--- config.mk ---
export PLATFORM = sky130hd
export DESIGN_NAME = tprs_regs
export DESIGN_NICKNAME = d
export VERILOG_FILES = /design/src/core/tprs_pkg.sv /design/src/core/tprs_regs.sv
export SDC_FILE = /design/constraint.sdc
export NUM_CORES = 1
export LEC_CHECK = 0
export ABC_AREA = 1
export BUFFER_PORTS_ARGS = -buffer_cell sky130_fd_sc_hd__clkbuf_2
export CAP_MARGIN = 5
export CORE_AREA = 2 2 170 172
export DETAILED_ROUTE_END_ITERATION = 7
export DIE_AREA = 0 0 172 174
export PLACE_DENSITY = 0.58
export SYNTH_ARGS = -nofsm -noshare
export SYNTH_HDL_FRONTEND = slang
export SYNTH_SLANG_ARGS = --single-unit
--- constraint.sdc ---
create_clock -name sys_clk -period 1.9 [get_ports sys_clk]
set_clock_uncertainty 0.15 [all_clocks]
set_input_delay 0.475 -clock sys_clk [delete_from_list [all_inputs] [get_ports sys_clk]]
set_output_delay 0.475 -clock sys_clk [all_outputs]
set_load 0.05 [all_outputs]
--- src/core/tprs_pkg.sv ---
// Package: register map, field layout, modes and carriers of the readout register block
package tprs_pkg;
   // ==========================================================
   // Register offsets
   localparam logic [7:0] OFS_TEMP_A     = 8'h4a;
   localparam logic [7:0] OFS_TEMP_B     = 8'h4b;
   localparam logic [7:0] OFS_PIX12      = 8'h4c;
   localparam logic [7:0] OFS_SAT_TOP    = 8'h4d;
   localparam logic [7:0] OFS_SAT_BOT    = 8'h4e;
   localparam logic [7:0] OFS_OVF_TOP    = 8'h50;
   localparam logic [7:0] OFS_OVF_BOT    = 8'h51;
   localparam logic [7:0] OFS_UNF_TOP    = 8'h52;
   localparam logic [7:0] OFS_UNF_BOT    = 8'h53;
   localparam logic [7:0] OFS_SUM_DATA   = 8'h54;
   localparam logic [7:0] OFS_RD_STATUS  = 8'h55;
   localparam logic [7:0] OFS_ACQ_CTRL   = 8'h58;
   localparam logic [7:0] OFS_FINE_A     = 8'h71;
   localparam logic [7:0] OFS_FINE_B     = 8'h72;
   localparam logic [7:0] OFS_COARSE     = 8'h73;
   // ==========================================================
   // Field positions and reset value
   localparam int         BIT_RELEASE    = 0;
   localparam int         BIT_MULTI      = 1;
   localparam int         BIT_RDY        = 7;
   localparam logic [7:0] REG_RESET      = 8'h00;
   // ==========================================================
   // Delay-line limits
   localparam logic [9:0] FINE_MAX       = 10'h31f;
   localparam logic [5:0] COARSE_MAX     = 6'h31;
   // ==========================================================
   // Serial command codes and sum widths
   localparam logic [7:0] CMD_READ       = 8'h00;
   localparam logic [7:0] CMD_WRITE      = 8'h01;
   localparam int         SUM_W14        = 14;
   localparam int         SUM_W15        = 15;
   localparam int         SUM_W18        = 18;
   localparam logic [5:0] SUM_BYTES2     = 6'h02;
   localparam logic [5:0] SUM_BYTES3     = 6'h03;
   // ==========================================================
   // Operating modes
   typedef enum logic [3:0] {
      distance_imager_mode, imager_variant_mode_a, greyscale_imager_mode, greyscale_variant_mode,
      fast_four_pixel_sum_mode, sum_variant_mode_b, high_dynamic_sum_mode, sum_variant_mode_c,
      low_noise_sum_mode
   } tprs_mode_e;
   // Flag bytes of one double-row
   typedef struct packed {
      logic [7:0] sat_top;
      logic [7:0] sat_bot;
      logic [7:0] ovf_top;
      logic [7:0] ovf_bot;
      logic [7:0] unf_top;
      logic [7:0] unf_bot;
   } tprs_flags_s;
   // One double-row handed over by the core
   typedef struct packed {
      tprs_flags_s flags;
      logic [5:0]  byte_cnt;
      logic [17:0] sum_word;
      logic        side_info;
   } tprs_row_s;
endpackage : tprs_pkg

--- src/core/tprs_regs.sv ---
// Readout, shutter and delay-line registers reached over the serial port
// What this block does
// - Even/odd 12-bit pixels through one register
// - Saturation flag bytes, top and bottom
// - Overflow flag bytes, top and bottom
// - Underflow flag bytes, top and bottom
// - Finished double-row reloads flags and data
// - Sum data 14, 15 or 18 bits
// - Signed and unsigned share one format
// - Raw sum data without side information
// - Status bits 0-5 give bytes remaining
// - Status bit 7 mirrors data-ready pin
// - Single-shot release starts, then self-clears
// - Release stays set in multi-frame mode
// - Bit 1 selects multi-frame, needs release
// - Fine delay 10 ps steps, max 799
// - Coarse delay 2 ns steps, max 49
// - Delays apply only when enabled
// - All registers reset to zero
`timescale 1ns/1ps
module tprs_regs
   import tprs_pkg::*;
(
   input  wire logic        sys_clk,      // Core clock
   input  wire logic        rst_n,        // Asynchronous reset, active low
   input  wire logic        ce,           // Clock enable, freezes state when low
   input  wire logic        spi_sclk,     // Serial clock pin
   input  wire logic        spi_cs_n,     // Chip select pin, active low
   input  wire logic        spi_mosi,     // Serial data in pin
   output logic             spi_miso,     // Serial data out
   output logic             spi_miso_oe,  // Serial data out enable
   input  wire tprs_mode_e  op_mode,      // Selected operating mode
   input  wire logic        sum_raw,      // Raw sum data select
   input  wire logic        sum_signed,   // Sum data is signed
   input  wire logic        dll_en,       // Delay-line enable
   input  wire logic [15:0] temp_word,    // Temperature reading
   input  wire logic [7:0]  pix_byte,     // Current 12-bit pixel byte
   output logic             pix_ack,      // Pixel byte taken, pulse
   input  wire logic        row_load,     // New double-row present, pulse
   input  wire tprs_row_s   row_in,       // Double-row contents
   output logic             row_req,      // Next double-row wanted, pulse
   input  wire logic        frame_done,   // Acquisition finished, pulse
   output logic             acq_start,    // Start acquisition, pulse
   output logic             multi_run,    // Continuous acquisition active
   output logic             data_rdy,     // Data ready pin
   output logic [9:0]       dly_fine,     // Effective fine delay steps
   output logic [5:0]       dly_coarse    // Effective coarse delay steps
);
   // ==========================================================
   // Functions
   // Bit width of the sum result for a mode
   function automatic int sum_width(input tprs_mode_e m);
      case (m)
         fast_four_pixel_sum_mode, sum_variant_mode_b: sum_width = SUM_W14;
         high_dynamic_sum_mode, sum_variant_mode_c:    sum_width = SUM_W15;
         default:                                      sum_width = SUM_W18;
      endcase
   endfunction : sum_width

   // Format a sum word into a right-aligned byte stream
   function automatic logic [23:0] fmt_sum(input logic [17:0] w, input tprs_mode_e m,
                                           input logic sgn, input logic raw, input logic side);
      int          wd;
      int          top;
      logic [23:0] r;
      wd  = sum_width(m);
      top = (wd > 16) ? 23 : 15;
      r   = 24'h000000;
      for (int i = 0; i < 24; i++) begin
         if (i < wd) begin
            r[i] = w[i];
         end else if (i <= top) begin
            r[i] = sgn & w[wd-1];
         end
      end
      if (!raw) begin
         r[top] = side;
      end
      fmt_sum = r;
   endfunction : fmt_sum

   // True for the four 12-bit image modes
   function automatic logic is_img12(input tprs_mode_e m);
      is_img12 = (m == distance_imager_mode) || (m == imager_variant_mode_a) ||
                 (m == greyscale_imager_mode) || (m == greyscale_variant_mode);
   endfunction : is_img12

   // ==========================================================
   // Pin synchronisers
   logic [2:0] sclk_s_r;        // Serial clock: two sync stages and history
   logic [1:0] cs_s_r;          // Chip select sync stages
   logic [1:0] mosi_s_r;        // Data in sync stages

   // Two sync flip-flops per pin, plus a history stage on the serial clock; stage one feeds only stage two
   always_ff @(posedge sys_clk or negedge rst_n) begin
      if (!rst_n) begin
         sclk_s_r <= 3'h0;
         cs_s_r   <= 2'h3;
         mosi_s_r <= 2'h0;
      end else if (ce) begin
         sclk_s_r <= {sclk_s_r[1:0], spi_sclk};
         cs_s_r   <= {cs_s_r[0], spi_cs_n};
         mosi_s_r <= {mosi_s_r[0], spi_mosi};
      end
   end

   wire sel_w  = !cs_s_r[1];                                // Frame active
   wire rise_w = sel_w && sclk_s_r[1] && !sclk_s_r[2];      // Sample edge
   wire fall_w = sel_w && !sclk_s_r[1] && sclk_s_r[2];      // Shift-out edge
   wire mosi_w = mosi_s_r[1];                               // Synced data in

   // ==========================================================
   // Serial state
   logic [2:0] bit_cnt_r;       // Bit within byte
   logic [1:0] byte_idx_r;      // Byte within frame, saturates at 2
   logic [7:0] rx_r;            // Incoming shift register
   logic [7:0] cmd_r;           // Command byte
   logic [7:0] addr_r;          // Register address
   logic [7:0] tx_r;            // Outgoing shift register

   wire [7:0] rx_byte_w  = {rx_r[6:0], mosi_w};              // Byte being completed
   wire       byte_end_w = rise_w && (bit_cnt_r == 3'h7);    // Last bit sampled
   wire       addr_end_w = byte_end_w && (byte_idx_r == 2'h1);
   wire       data_end_w = byte_end_w && (byte_idx_r == 2'h2);
   wire       is_write_w = (cmd_r == CMD_WRITE);
   wire       is_read_w  = (cmd_r == CMD_READ);
   wire [7:0] rd_addr_w  = (byte_idx_r == 2'h1) ? rx_byte_w : addr_r;
   // A read is served at the end of the address byte and of every later byte
   wire       rd_stb_w   = is_read_w && (addr_end_w || data_end_w);
   wire       wr_stb_w   = is_write_w && data_end_w;

   // ==========================================================
   // Registers
   tprs_flags_s flags_r;        // Flag bytes of the current double-row
   logic [5:0]  cnt_r;          // Bytes remaining in the double-row
   logic [23:0] sum_r;          // Formatted sum bytes
   logic        rdy_r;          // Data ready
   logic        release_r;      // Shutter release
   logic        multi_r;        // Multiple-frame select
   logic [7:0]  fine_a_r;       // Fine steps, low byte
   logic [1:0]  fine_b_r;       // Fine steps, high bits
   logic [5:0]  coarse_r;       // Coarse steps

   // ==========================================================
   // Read data and side effects
   wire        sum_mode_w = !is_img12(op_mode);                       // Sum modes use 0x54
   wire [7:0]  active_w   = sum_mode_w ? OFS_SUM_DATA : OFS_PIX12;     // Active data register
   wire [5:0]  sum_n_w    = (sum_width(op_mode) > 16) ? SUM_BYTES3 : SUM_BYTES2;
   // pick the sum byte, most significant first
   wire [7:0]  sum_byte_w = (cnt_r == 6'h3) ? sum_r[23:16] :
                            (cnt_r == 6'h2) ? sum_r[15:8]  : sum_r[7:0];
   wire [7:0]  status_w;        // Readout status byte
   // remaining byte count in the low bits
   assign status_w = {rdy_r, 1'b0, cnt_r};
   // a read of the active data register consumes a byte
   wire        consume_w = rd_stb_w && (rd_addr_w == active_w) && (cnt_r != 6'h00);
   wire        last_w    = consume_w && (cnt_r == 6'h01);

   logic [7:0] rd_data_w;       // Read multiplexer
   // Select the value of the addressed register
   always_comb begin
      case (rd_addr_w)
         // temperature is only valid after the image read
         OFS_TEMP_A:    rd_data_w = temp_word[15:8];
         OFS_TEMP_B:    rd_data_w = temp_word[7:0];
         // even then odd pixel bytes through one register
         OFS_PIX12:     rd_data_w = (!sum_mode_w && cnt_r != 6'h00) ? pix_byte : REG_RESET;
         // saturation flags, bit n is column n
         OFS_SAT_TOP:   rd_data_w = flags_r.sat_top;
         OFS_SAT_BOT:   rd_data_w = flags_r.sat_bot;
         OFS_OVF_TOP:   rd_data_w = flags_r.ovf_top;
         OFS_OVF_BOT:   rd_data_w = flags_r.ovf_bot;
         OFS_UNF_TOP:   rd_data_w = flags_r.unf_top;
         OFS_UNF_BOT:   rd_data_w = flags_r.unf_bot;
         OFS_SUM_DATA:  rd_data_w = (sum_mode_w && cnt_r != 6'h00) ? sum_byte_w : REG_RESET;
         OFS_RD_STATUS: rd_data_w = status_w;
         OFS_ACQ_CTRL:  rd_data_w = {6'h00, multi_r, release_r};
         OFS_FINE_A:    rd_data_w = fine_a_r;
         OFS_FINE_B:    rd_data_w = {6'h00, fine_b_r};
         OFS_COARSE:    rd_data_w = {2'h0, coarse_r};
         default:       rd_data_w = REG_RESET;
      endcase
   end

   // ==========================================================
   // Write decode
   wire wr_acq_w    = wr_stb_w && (addr_r == OFS_ACQ_CTRL);
   wire wr_fine_a_w = wr_stb_w && (addr_r == OFS_FINE_A);
   wire wr_fine_b_w = wr_stb_w && (addr_r == OFS_FINE_B);
   wire wr_coarse_w = wr_stb_w && (addr_r == OFS_COARSE);
   // fine count held across two registers, limited to 799
   wire [9:0] fine_w   = {fine_b_r, fine_a_r};
   wire [9:0] fine_c_w = (fine_w > FINE_MAX) ? FINE_MAX : fine_w;
   wire [5:0] coarse_c_w = (coarse_r > COARSE_MAX) ? COARSE_MAX : coarse_r;
   // continuous mode only while release is set
   wire       run_w = release_r && multi_r;
   // another frame follows a finished one while running
   wire       restart_w = run_w && frame_done && !wr_acq_w;

   // ==========================================================
   // Serial shift logic
   always_ff @(posedge sys_clk or negedge rst_n) begin
      if (!rst_n) begin
         bit_cnt_r  <= 3'h0;
         byte_idx_r <= 2'h0;
         rx_r       <= REG_RESET;
         cmd_r      <= REG_RESET;
         addr_r     <= REG_RESET;
      end else if (ce) begin
         if (!sel_w) begin
            // Idle between frames
            bit_cnt_r  <= 3'h0;
            byte_idx_r <= 2'h0;
         end else if (rise_w) begin
            // Sample one bit, most significant first
            rx_r      <= rx_byte_w;
            bit_cnt_r <= bit_cnt_r + 3'h1;
            if (byte_end_w) begin
               if (byte_idx_r == 2'h0) begin
                  cmd_r <= rx_byte_w;
               end
               if (byte_idx_r == 2'h1) begin
                  addr_r <= rx_byte_w;
               end
               if (byte_idx_r != 2'h2) begin
                  byte_idx_r <= byte_idx_r + 2'h1;
               end
            end
         end
      end
   end

   // Output shifting: load on read, shift on falling edge
   always_ff @(posedge sys_clk or negedge rst_n) begin
      if (!rst_n) begin
         tx_r        <= REG_RESET;
         spi_miso    <= 1'b0;
         spi_miso_oe <= 1'b0;
      end else if (ce) begin
         spi_miso_oe <= sel_w;
         if (!sel_w) begin
            tx_r     <= REG_RESET;
            spi_miso <= 1'b0;
         end else if (rd_stb_w) begin
            tx_r <= rd_data_w;
         end else if (fall_w) begin
            spi_miso <= tx_r[7];
            tx_r     <= {tx_r[6:0], 1'b0};
         end
      end
   end

   // ==========================================================
   // Double-row buffers and ready
   always_ff @(posedge sys_clk or negedge rst_n) begin
      if (!rst_n) begin
         flags_r <= '0;
         cnt_r   <= 6'h00;
         sum_r   <= 24'h000000;
         rdy_r   <= 1'b0;
         row_req <= 1'b0;
         pix_ack <= 1'b0;
      end else if (ce) begin
         pix_ack <= consume_w && !sum_mode_w;
         row_req <= last_w;
         if (row_load) begin
            // new double-row replaces flags and data
            flags_r <= row_in.flags;
            // raw form drops the side bit
            sum_r   <= fmt_sum(row_in.sum_word, op_mode, sum_signed, sum_raw, row_in.side_info);
            cnt_r   <= sum_mode_w ? sum_n_w : row_in.byte_cnt;
            rdy_r   <= 1'b1;
         end else if (consume_w) begin
            // count down, ready drops at zero
            cnt_r <= cnt_r - 6'h01;
            if (last_w) begin
               rdy_r <= 1'b0;
            end
         end
      end
   end

   // ==========================================================
   // Shutter control
   always_ff @(posedge sys_clk or negedge rst_n) begin
      if (!rst_n) begin
         release_r <= 1'b0;
         multi_r   <= 1'b0;
         acq_start <= 1'b0;
      end else if (ce) begin
         acq_start <= 1'b0;
         if (wr_acq_w) begin
            multi_r   <= rx_byte_w[BIT_MULTI];
            release_r <= rx_byte_w[BIT_RELEASE];
            acq_start <= rx_byte_w[BIT_RELEASE];
         end else if (release_r && !multi_r) begin
            release_r <= 1'b0;
         end else if (restart_w) begin
            acq_start <= 1'b1;
         end
      end
   end

   // ==========================================================
   // Delay-line registers
   always_ff @(posedge sys_clk or negedge rst_n) begin
      if (!rst_n) begin
         fine_a_r <= REG_RESET;
         fine_b_r <= 2'h0;
         coarse_r <= 6'h00;
      end else if (ce) begin
         if (wr_fine_a_w) begin
            fine_a_r <= rx_byte_w;
         end
         if (wr_fine_b_w) begin
            fine_b_r <= rx_byte_w[1:0];
         end
         if (wr_coarse_w) begin
            coarse_r <= rx_byte_w[5:0];
         end
      end
   end

   // ==========================================================
   // Registered outputs
   always_ff @(posedge sys_clk or negedge rst_n) begin
      if (!rst_n) begin
         data_rdy   <= 1'b0;
         multi_run  <= 1'b0;
         dly_fine   <= 10'h000;
         dly_coarse <= 6'h00;
      end else if (ce) begin
         data_rdy   <= rdy_r;
         multi_run  <= run_w;
         dly_fine   <= dll_en ? fine_c_w : 10'h000;
         dly_coarse <= dll_en ? coarse_c_w : 6'h00;
      end
   end

endmodule : tprs_regs

== Yosys cells after proc, flatten, opt, wreduce, memory -nomap -nowiden ==
Cells that the tools add are included.
Word-level totals
  flip-flop bits (word level): 163
  output and inout port bits: 23
  input bits: 112
Operators by class
  order comparisons: 55
  bitwise gates (word level): 2
  multiplexer cells: 142
  reductions and logical operators: 63
  equal/unequal tests: 36
  add/subtract/negate cells: 4
Operators with widths (count)
  less-than comparator 5 x 32 -> 1 bit (first input constant): 8
  less-than comparator 6 x 32 -> 1 bit (first input constant): 8
  == test 8 x 7 -> 1 bit (second input constant): 19
  less-than comparator 4 x 32 -> 1 bit (first input constant): 4
  one-hot mux 8 bit (15 select lines): 1
  2-to-1 mux 1 bit: 111
  > comparator 32 x 6 -> 1 bit (second input constant): 2
  less-than comparator 3 x 32 -> 1 bit (first input constant): 2
  2-to-1 mux 32 bit: 2
  2-to-1 mux 8 bit: 8
  less-or-equal comparator 4 x 5 -> 1 bit (first input constant): 8
  less-or-equal comparator 5 bit (first input constant): 8
  less-than comparator 1 x 32 -> 1 bit (first input constant): 1
  less-than comparator 2 x 32 -> 1 bit (first input constant): 1
  less-than comparator 32 x 7 -> 1 bit (second input constant): 1
  subtractor 32 x 2 -> 32 bit (second input constant): 1
  2-to-1 mux 6 bit: 5
  bitwise mux 24 bit: 1
  logical AND 1 bit: 24
  2-to-1 mux 24 bit: 1
  less-or-equal comparator 3 x 5 -> 1 bit (first input constant): 4
  2-to-1 mux 10 bit: 2
  AND reduction 2 bit: 9
  == test 4 x 3 -> 1 bit (second input constant): 4
  39 further kinds: 67

== Depth between registers and ports, before layout ==
  word-level depth: 16
  gate-level depth with buffers: 19
  mapped depth without buffers: 17

== Worst setup path after synthesis ==
Ideal clock, no wire load.
  path type: flip-flop to flip-flop
  start: register byte_idx_r[1]
  end: register tx_r[7]
  arrival: 1.814 ns
  period minus slack after synthesis: 2.080 ns
  path buffers: 3
  data required time: 1.634 ns
  stages on the path, launching flop included: 19
  library setup time: 0.116 ns
  path slack: -0.180 ns
  path through: dfrtp_1 inv_1 ha_1 buf_6 inv_4 buf_8 nand2_2 nand2_4 nand2_8 nor2_4 buf_6 nand3_1 o21ai_1 nor2_1 nand2_1 o21bai_1 nand2_1 nand2_1 nand2_1
On the way
  word-level cells in the longest chain between the ends: 6
  elaborated cells on any way between the ends: 27
  classes of those cells: 17 x eq/ne; 4 x mux; 6 x reduce/logical
RTL lines
  start, declared: RTL line tprs_regs.sv:115  | logic [1:0] byte_idx_r;
  start signal, assigned: RTL line tprs_regs.sv:226  | byte_idx_r <= byte_idx_r + 2'h1;
  == test 2 x 1 -> 1 bit or == test 2 bit (tied branches): RTL line tprs_regs.sv:123, tprs_regs.sv:127, tprs_regs.sv:124
  2-to-1 mux 8 bit, or another cell as far along
  == test 8 x 7 -> 1 bit or logical OR 1 bit (tied branches): RTL line tprs_regs.sv:162, tprs_regs.sv:129
  one-hot mux 8 bit (15 select lines) or logical AND 1 bit (tied branches): RTL line tprs_regs.sv:162, tprs_regs.sv:129
  2-to-1 mux 8 bit or nonzero test 3 bit (tied branches)
  2-to-1 mux 8 bit or AND reduction 2 bit (tied branches)
  end signal, assigned: RTL line tprs_regs.sv:245  | tx_r <= rd_data_w;
  end signal, assigned: RTL line tprs_regs.sv:248  | tx_r <= {tx_r[6:0], 1'b0};
  end, declared: RTL line tprs_regs.sv:119  | logic [7:0] tx_r;
Parallel ways exist; a longest one is shown, timed or not.
A chain may end at the register's enable or synchronous reset.

== Worst setup path after layout ==
  start: register byte_idx_r[1]
  end: register tx_r[1]
Same word-level chain as after synthesis.

==> impl_metrics.toml <==
[run_status]
status = "finished with violations"
violations = "negative setup slack"

[timing]
setup_viol = 17
final.setup.worst_slack_ns = -0.442
hold_viol_final = 0
slew_headroom = 0.645
drv_slew = 0
period_minus_slack_ns = 2.34
rsz0062_at_grt = "true"
holdWs_ns = 0.0898
fmax_ghz = 0.427
fin_crit_sh = 1.23
tightest_slew_ns = 0.531

[routing]
vias = 7971
drtIter0Drc = 685
totalWireLength_mm = 26.0
viasPerCell = 4.63
first_pass_iters = 5
drtAntennaViolNets = 0
drc = 0
drt-wirelength-per-cell_um = 15.1

[cts]
cts_sinks = 159
cts_buffers = 17
cts_buffer_depth = 2
cts-root-buf = "clkbuf_16"
clk_latency_ns = 0.43
clk_pin_slew_ns = 0.07
htree_levels = 4
cts_tree = "yes"

[finish]
drive_gt1_frac = 0.314
final_cell_mix = "381 x nand2_1, 157 x dfrtp_1, 132 x clkbuf_2"
final_common_cell = "nand2_1"
area_delta_synth_final_pct = 38.6
finalNetCount = 1448
diodes = 0
stdcell_count = 1722

[global_routing]
grt_max_degree = 43
grt_pass1_vias = 7710
grt_pass1_wl_mm = 40.9
antenna_found_initial = 1
gr-total-overflow = 0
globalRouteTotalUtil = 0.176

[floorplan]
io_pins = 135
die_x_um = 172
die_h_um = 174
rows = 62
die_area_um2 = 29900
initial_utilization = 0.294
core_um2 = 28200

[yosys]
synth_nets = 1202
synth-seq-area-share = 0.480
synth_cells = 1080
synth.avg_cell_area_um2 = 7.69
ys_types = 46
synth.cell_area_um2 = 8300
ys.warnings.count = 0
ys_seq_elements = 159

[placement]
dp_hpwl_mm = 19.7
gp_congestion = 0.862
dpl.cell_count = 1671
port_buffers = 133

[critical_path]
crit_chain = "inv_2 -> ha_4 -> buf_6 -> nand2_4 -> nand2_4 -> nand2_4 -> nor2_4 -> nand3b_1 -> nor2_1 -> nor2_2 -> nand4_1 -> nand2_1 -> nand2_1 -> nand2_1 -> nand2_1"
required_ns = 2.11
rrSetupSlack_ns = -0.44
worst_ep_arrival_time_ns = 2.55
max_stage_delay_ns = 0.39
crit_slowest_cell = "dfrtp_1"
cp_max_fo = 5
cpMostUsedCell = "nand2_1"
critPathLaunchType = "flop"
critical_path_class = "flop to flop"
cp-end-kind = "flop"

[power]
peakVddDrop_mv = 0.674
p_leak_nw = 5.90
power_density_nw_per_um2 = 909

[flow_run]
maxCapViolations = 0

[hold_path]
hold_path.class = "input port to flop"
-- power by group --
group / switching [mW] / internal (mW) / total, mW
registers: 0.222 / 3.72 / 3.95
logic: 1.79 / 1.34 / 3.13
clock network: 1.45 / 1.93 / 3.38
total: 3.47 / 6.99 / 10.5
-- sequential cells by signal, indices dropped and copies added, names as in the netlist, 7 cells and up --
signal and flops:
rx_r 7, cmd_r 8, flags_r 48, sum_r 20, dly_fine 10, addr_r 8, tx_r 8, fine_a_r 8
-- through the flow --
stage | power [mW] | util | setup WS (ns) | cell area (µm²) | TNS, ns
after global placement | 6.57 | 0.365 | -0.374 | 10300 | -5.35
after detailed placement | 6.61 | 0.365 | -0.436 | 10300 | -6.28
after global routing | 11.0 | 0.407 | -0.607 | 11500 | -8.01
after floorplan | 5.44 | - | -0.124 | 8400 | -1.51
after CTS | 10.4 | 0.399 | -0.377 | 11300 | -5.81
final | 10.5 | 0.407 | -0.442 | 11500 | -6.04
-- worst max-delay path: cells and delay by family, from the launching register on --
family                   cells  cell delay [ns]
flip-flops                   1             0.39
buffers and inverters        2             0.23
AND/OR/NAND/NOR             12             1.30
adder cells (fa/ha/maj)      1             0.20
-- cells by family (layout without fill, tap and decap cells) --
family                     count (synthesis)  after routing  share of synthesized area
xor gates and xnor gates                   2              2                    0.00211
and+or+nand+nor                          654            656                      0.352
adders and majority gates                 10             10                     0.0151
buffers and inverters                    123            379                     0.0633
DFF                                      159            159                      0.480
AOI/OAI and AO/OA                        132            132                     0.0882
-- final timing paths --
path,endpoint,from,cells after the start
max in group asynchronous,tx_r[0],rst_n,3
setup / recovery,tx_r[1],byte_idx_r[1],15
hold / removal,flags_r[24],row_in[49],3
hold reg to reg,cs_s_r[0],cs_s_r[0],2
min in group asynchronous,spi_miso_oe,rst_n,2
setup reg to reg,tx_r[1],byte_idx_r[1],15
-- metal layers --
metal	wire, µm	vias up	track usage
met4	393	2	0.0424
met5	13	-	0
li1	-	3989	-
met2	11600	245	0.270
met1	12200	3709	0.254
met3	1750	26	0.0371
-- cells in the mapped netlist, drive strengths merged --
library cell	instances	area [µm²]
a32o	3	30.0
nand3b	2	15.0
nor3	5	25.0
ha	10	125
a31oi	3	18.8
nand4	14	87.6
nor2	75	380
nand3	110	556
dfrtp	157	3930
nand2	438	1770
clkbuf	24	90.1
o21ai	99	495
and2	3	22.5
o21bai	1	7.51
a32oi	1	8.76
a21oi	9	45.0
xnor2	1	8.76
buf	15	118
a22o	6	52.6
dfstp	2	52.6
nor4	6	56.3
or2	1	6.26
a22oi	2	15.0
o221ai	1	8.76
o22ai	2	12.5
xor2	1	8.76
o31ai	2	15.0
o211ai	3	22.5
inv	84	318
-- final cells by class --
type                            instances  area [µm²]
Fill cell                            2938       16700
Tap cell                              384         480
Inverter                               84         328
Clock buffer                           17         425
Clock inverter                         14         143
Sequential cell                       159        3980
Timing Repair Buffer                  264        1930
Multi-Input combinational cell        800        4210
-- timing repair --
action                                  CTS  global route
endpoints found under the setup margin   17            44
gates cloned                              4             2
hold endpoints to repair                 27             0
hold buffers                              1             0
resized for setup                        58            43
buffers inserted                         11             3
pin swaps                                14            13
Power figures use the tool's default switching activity.
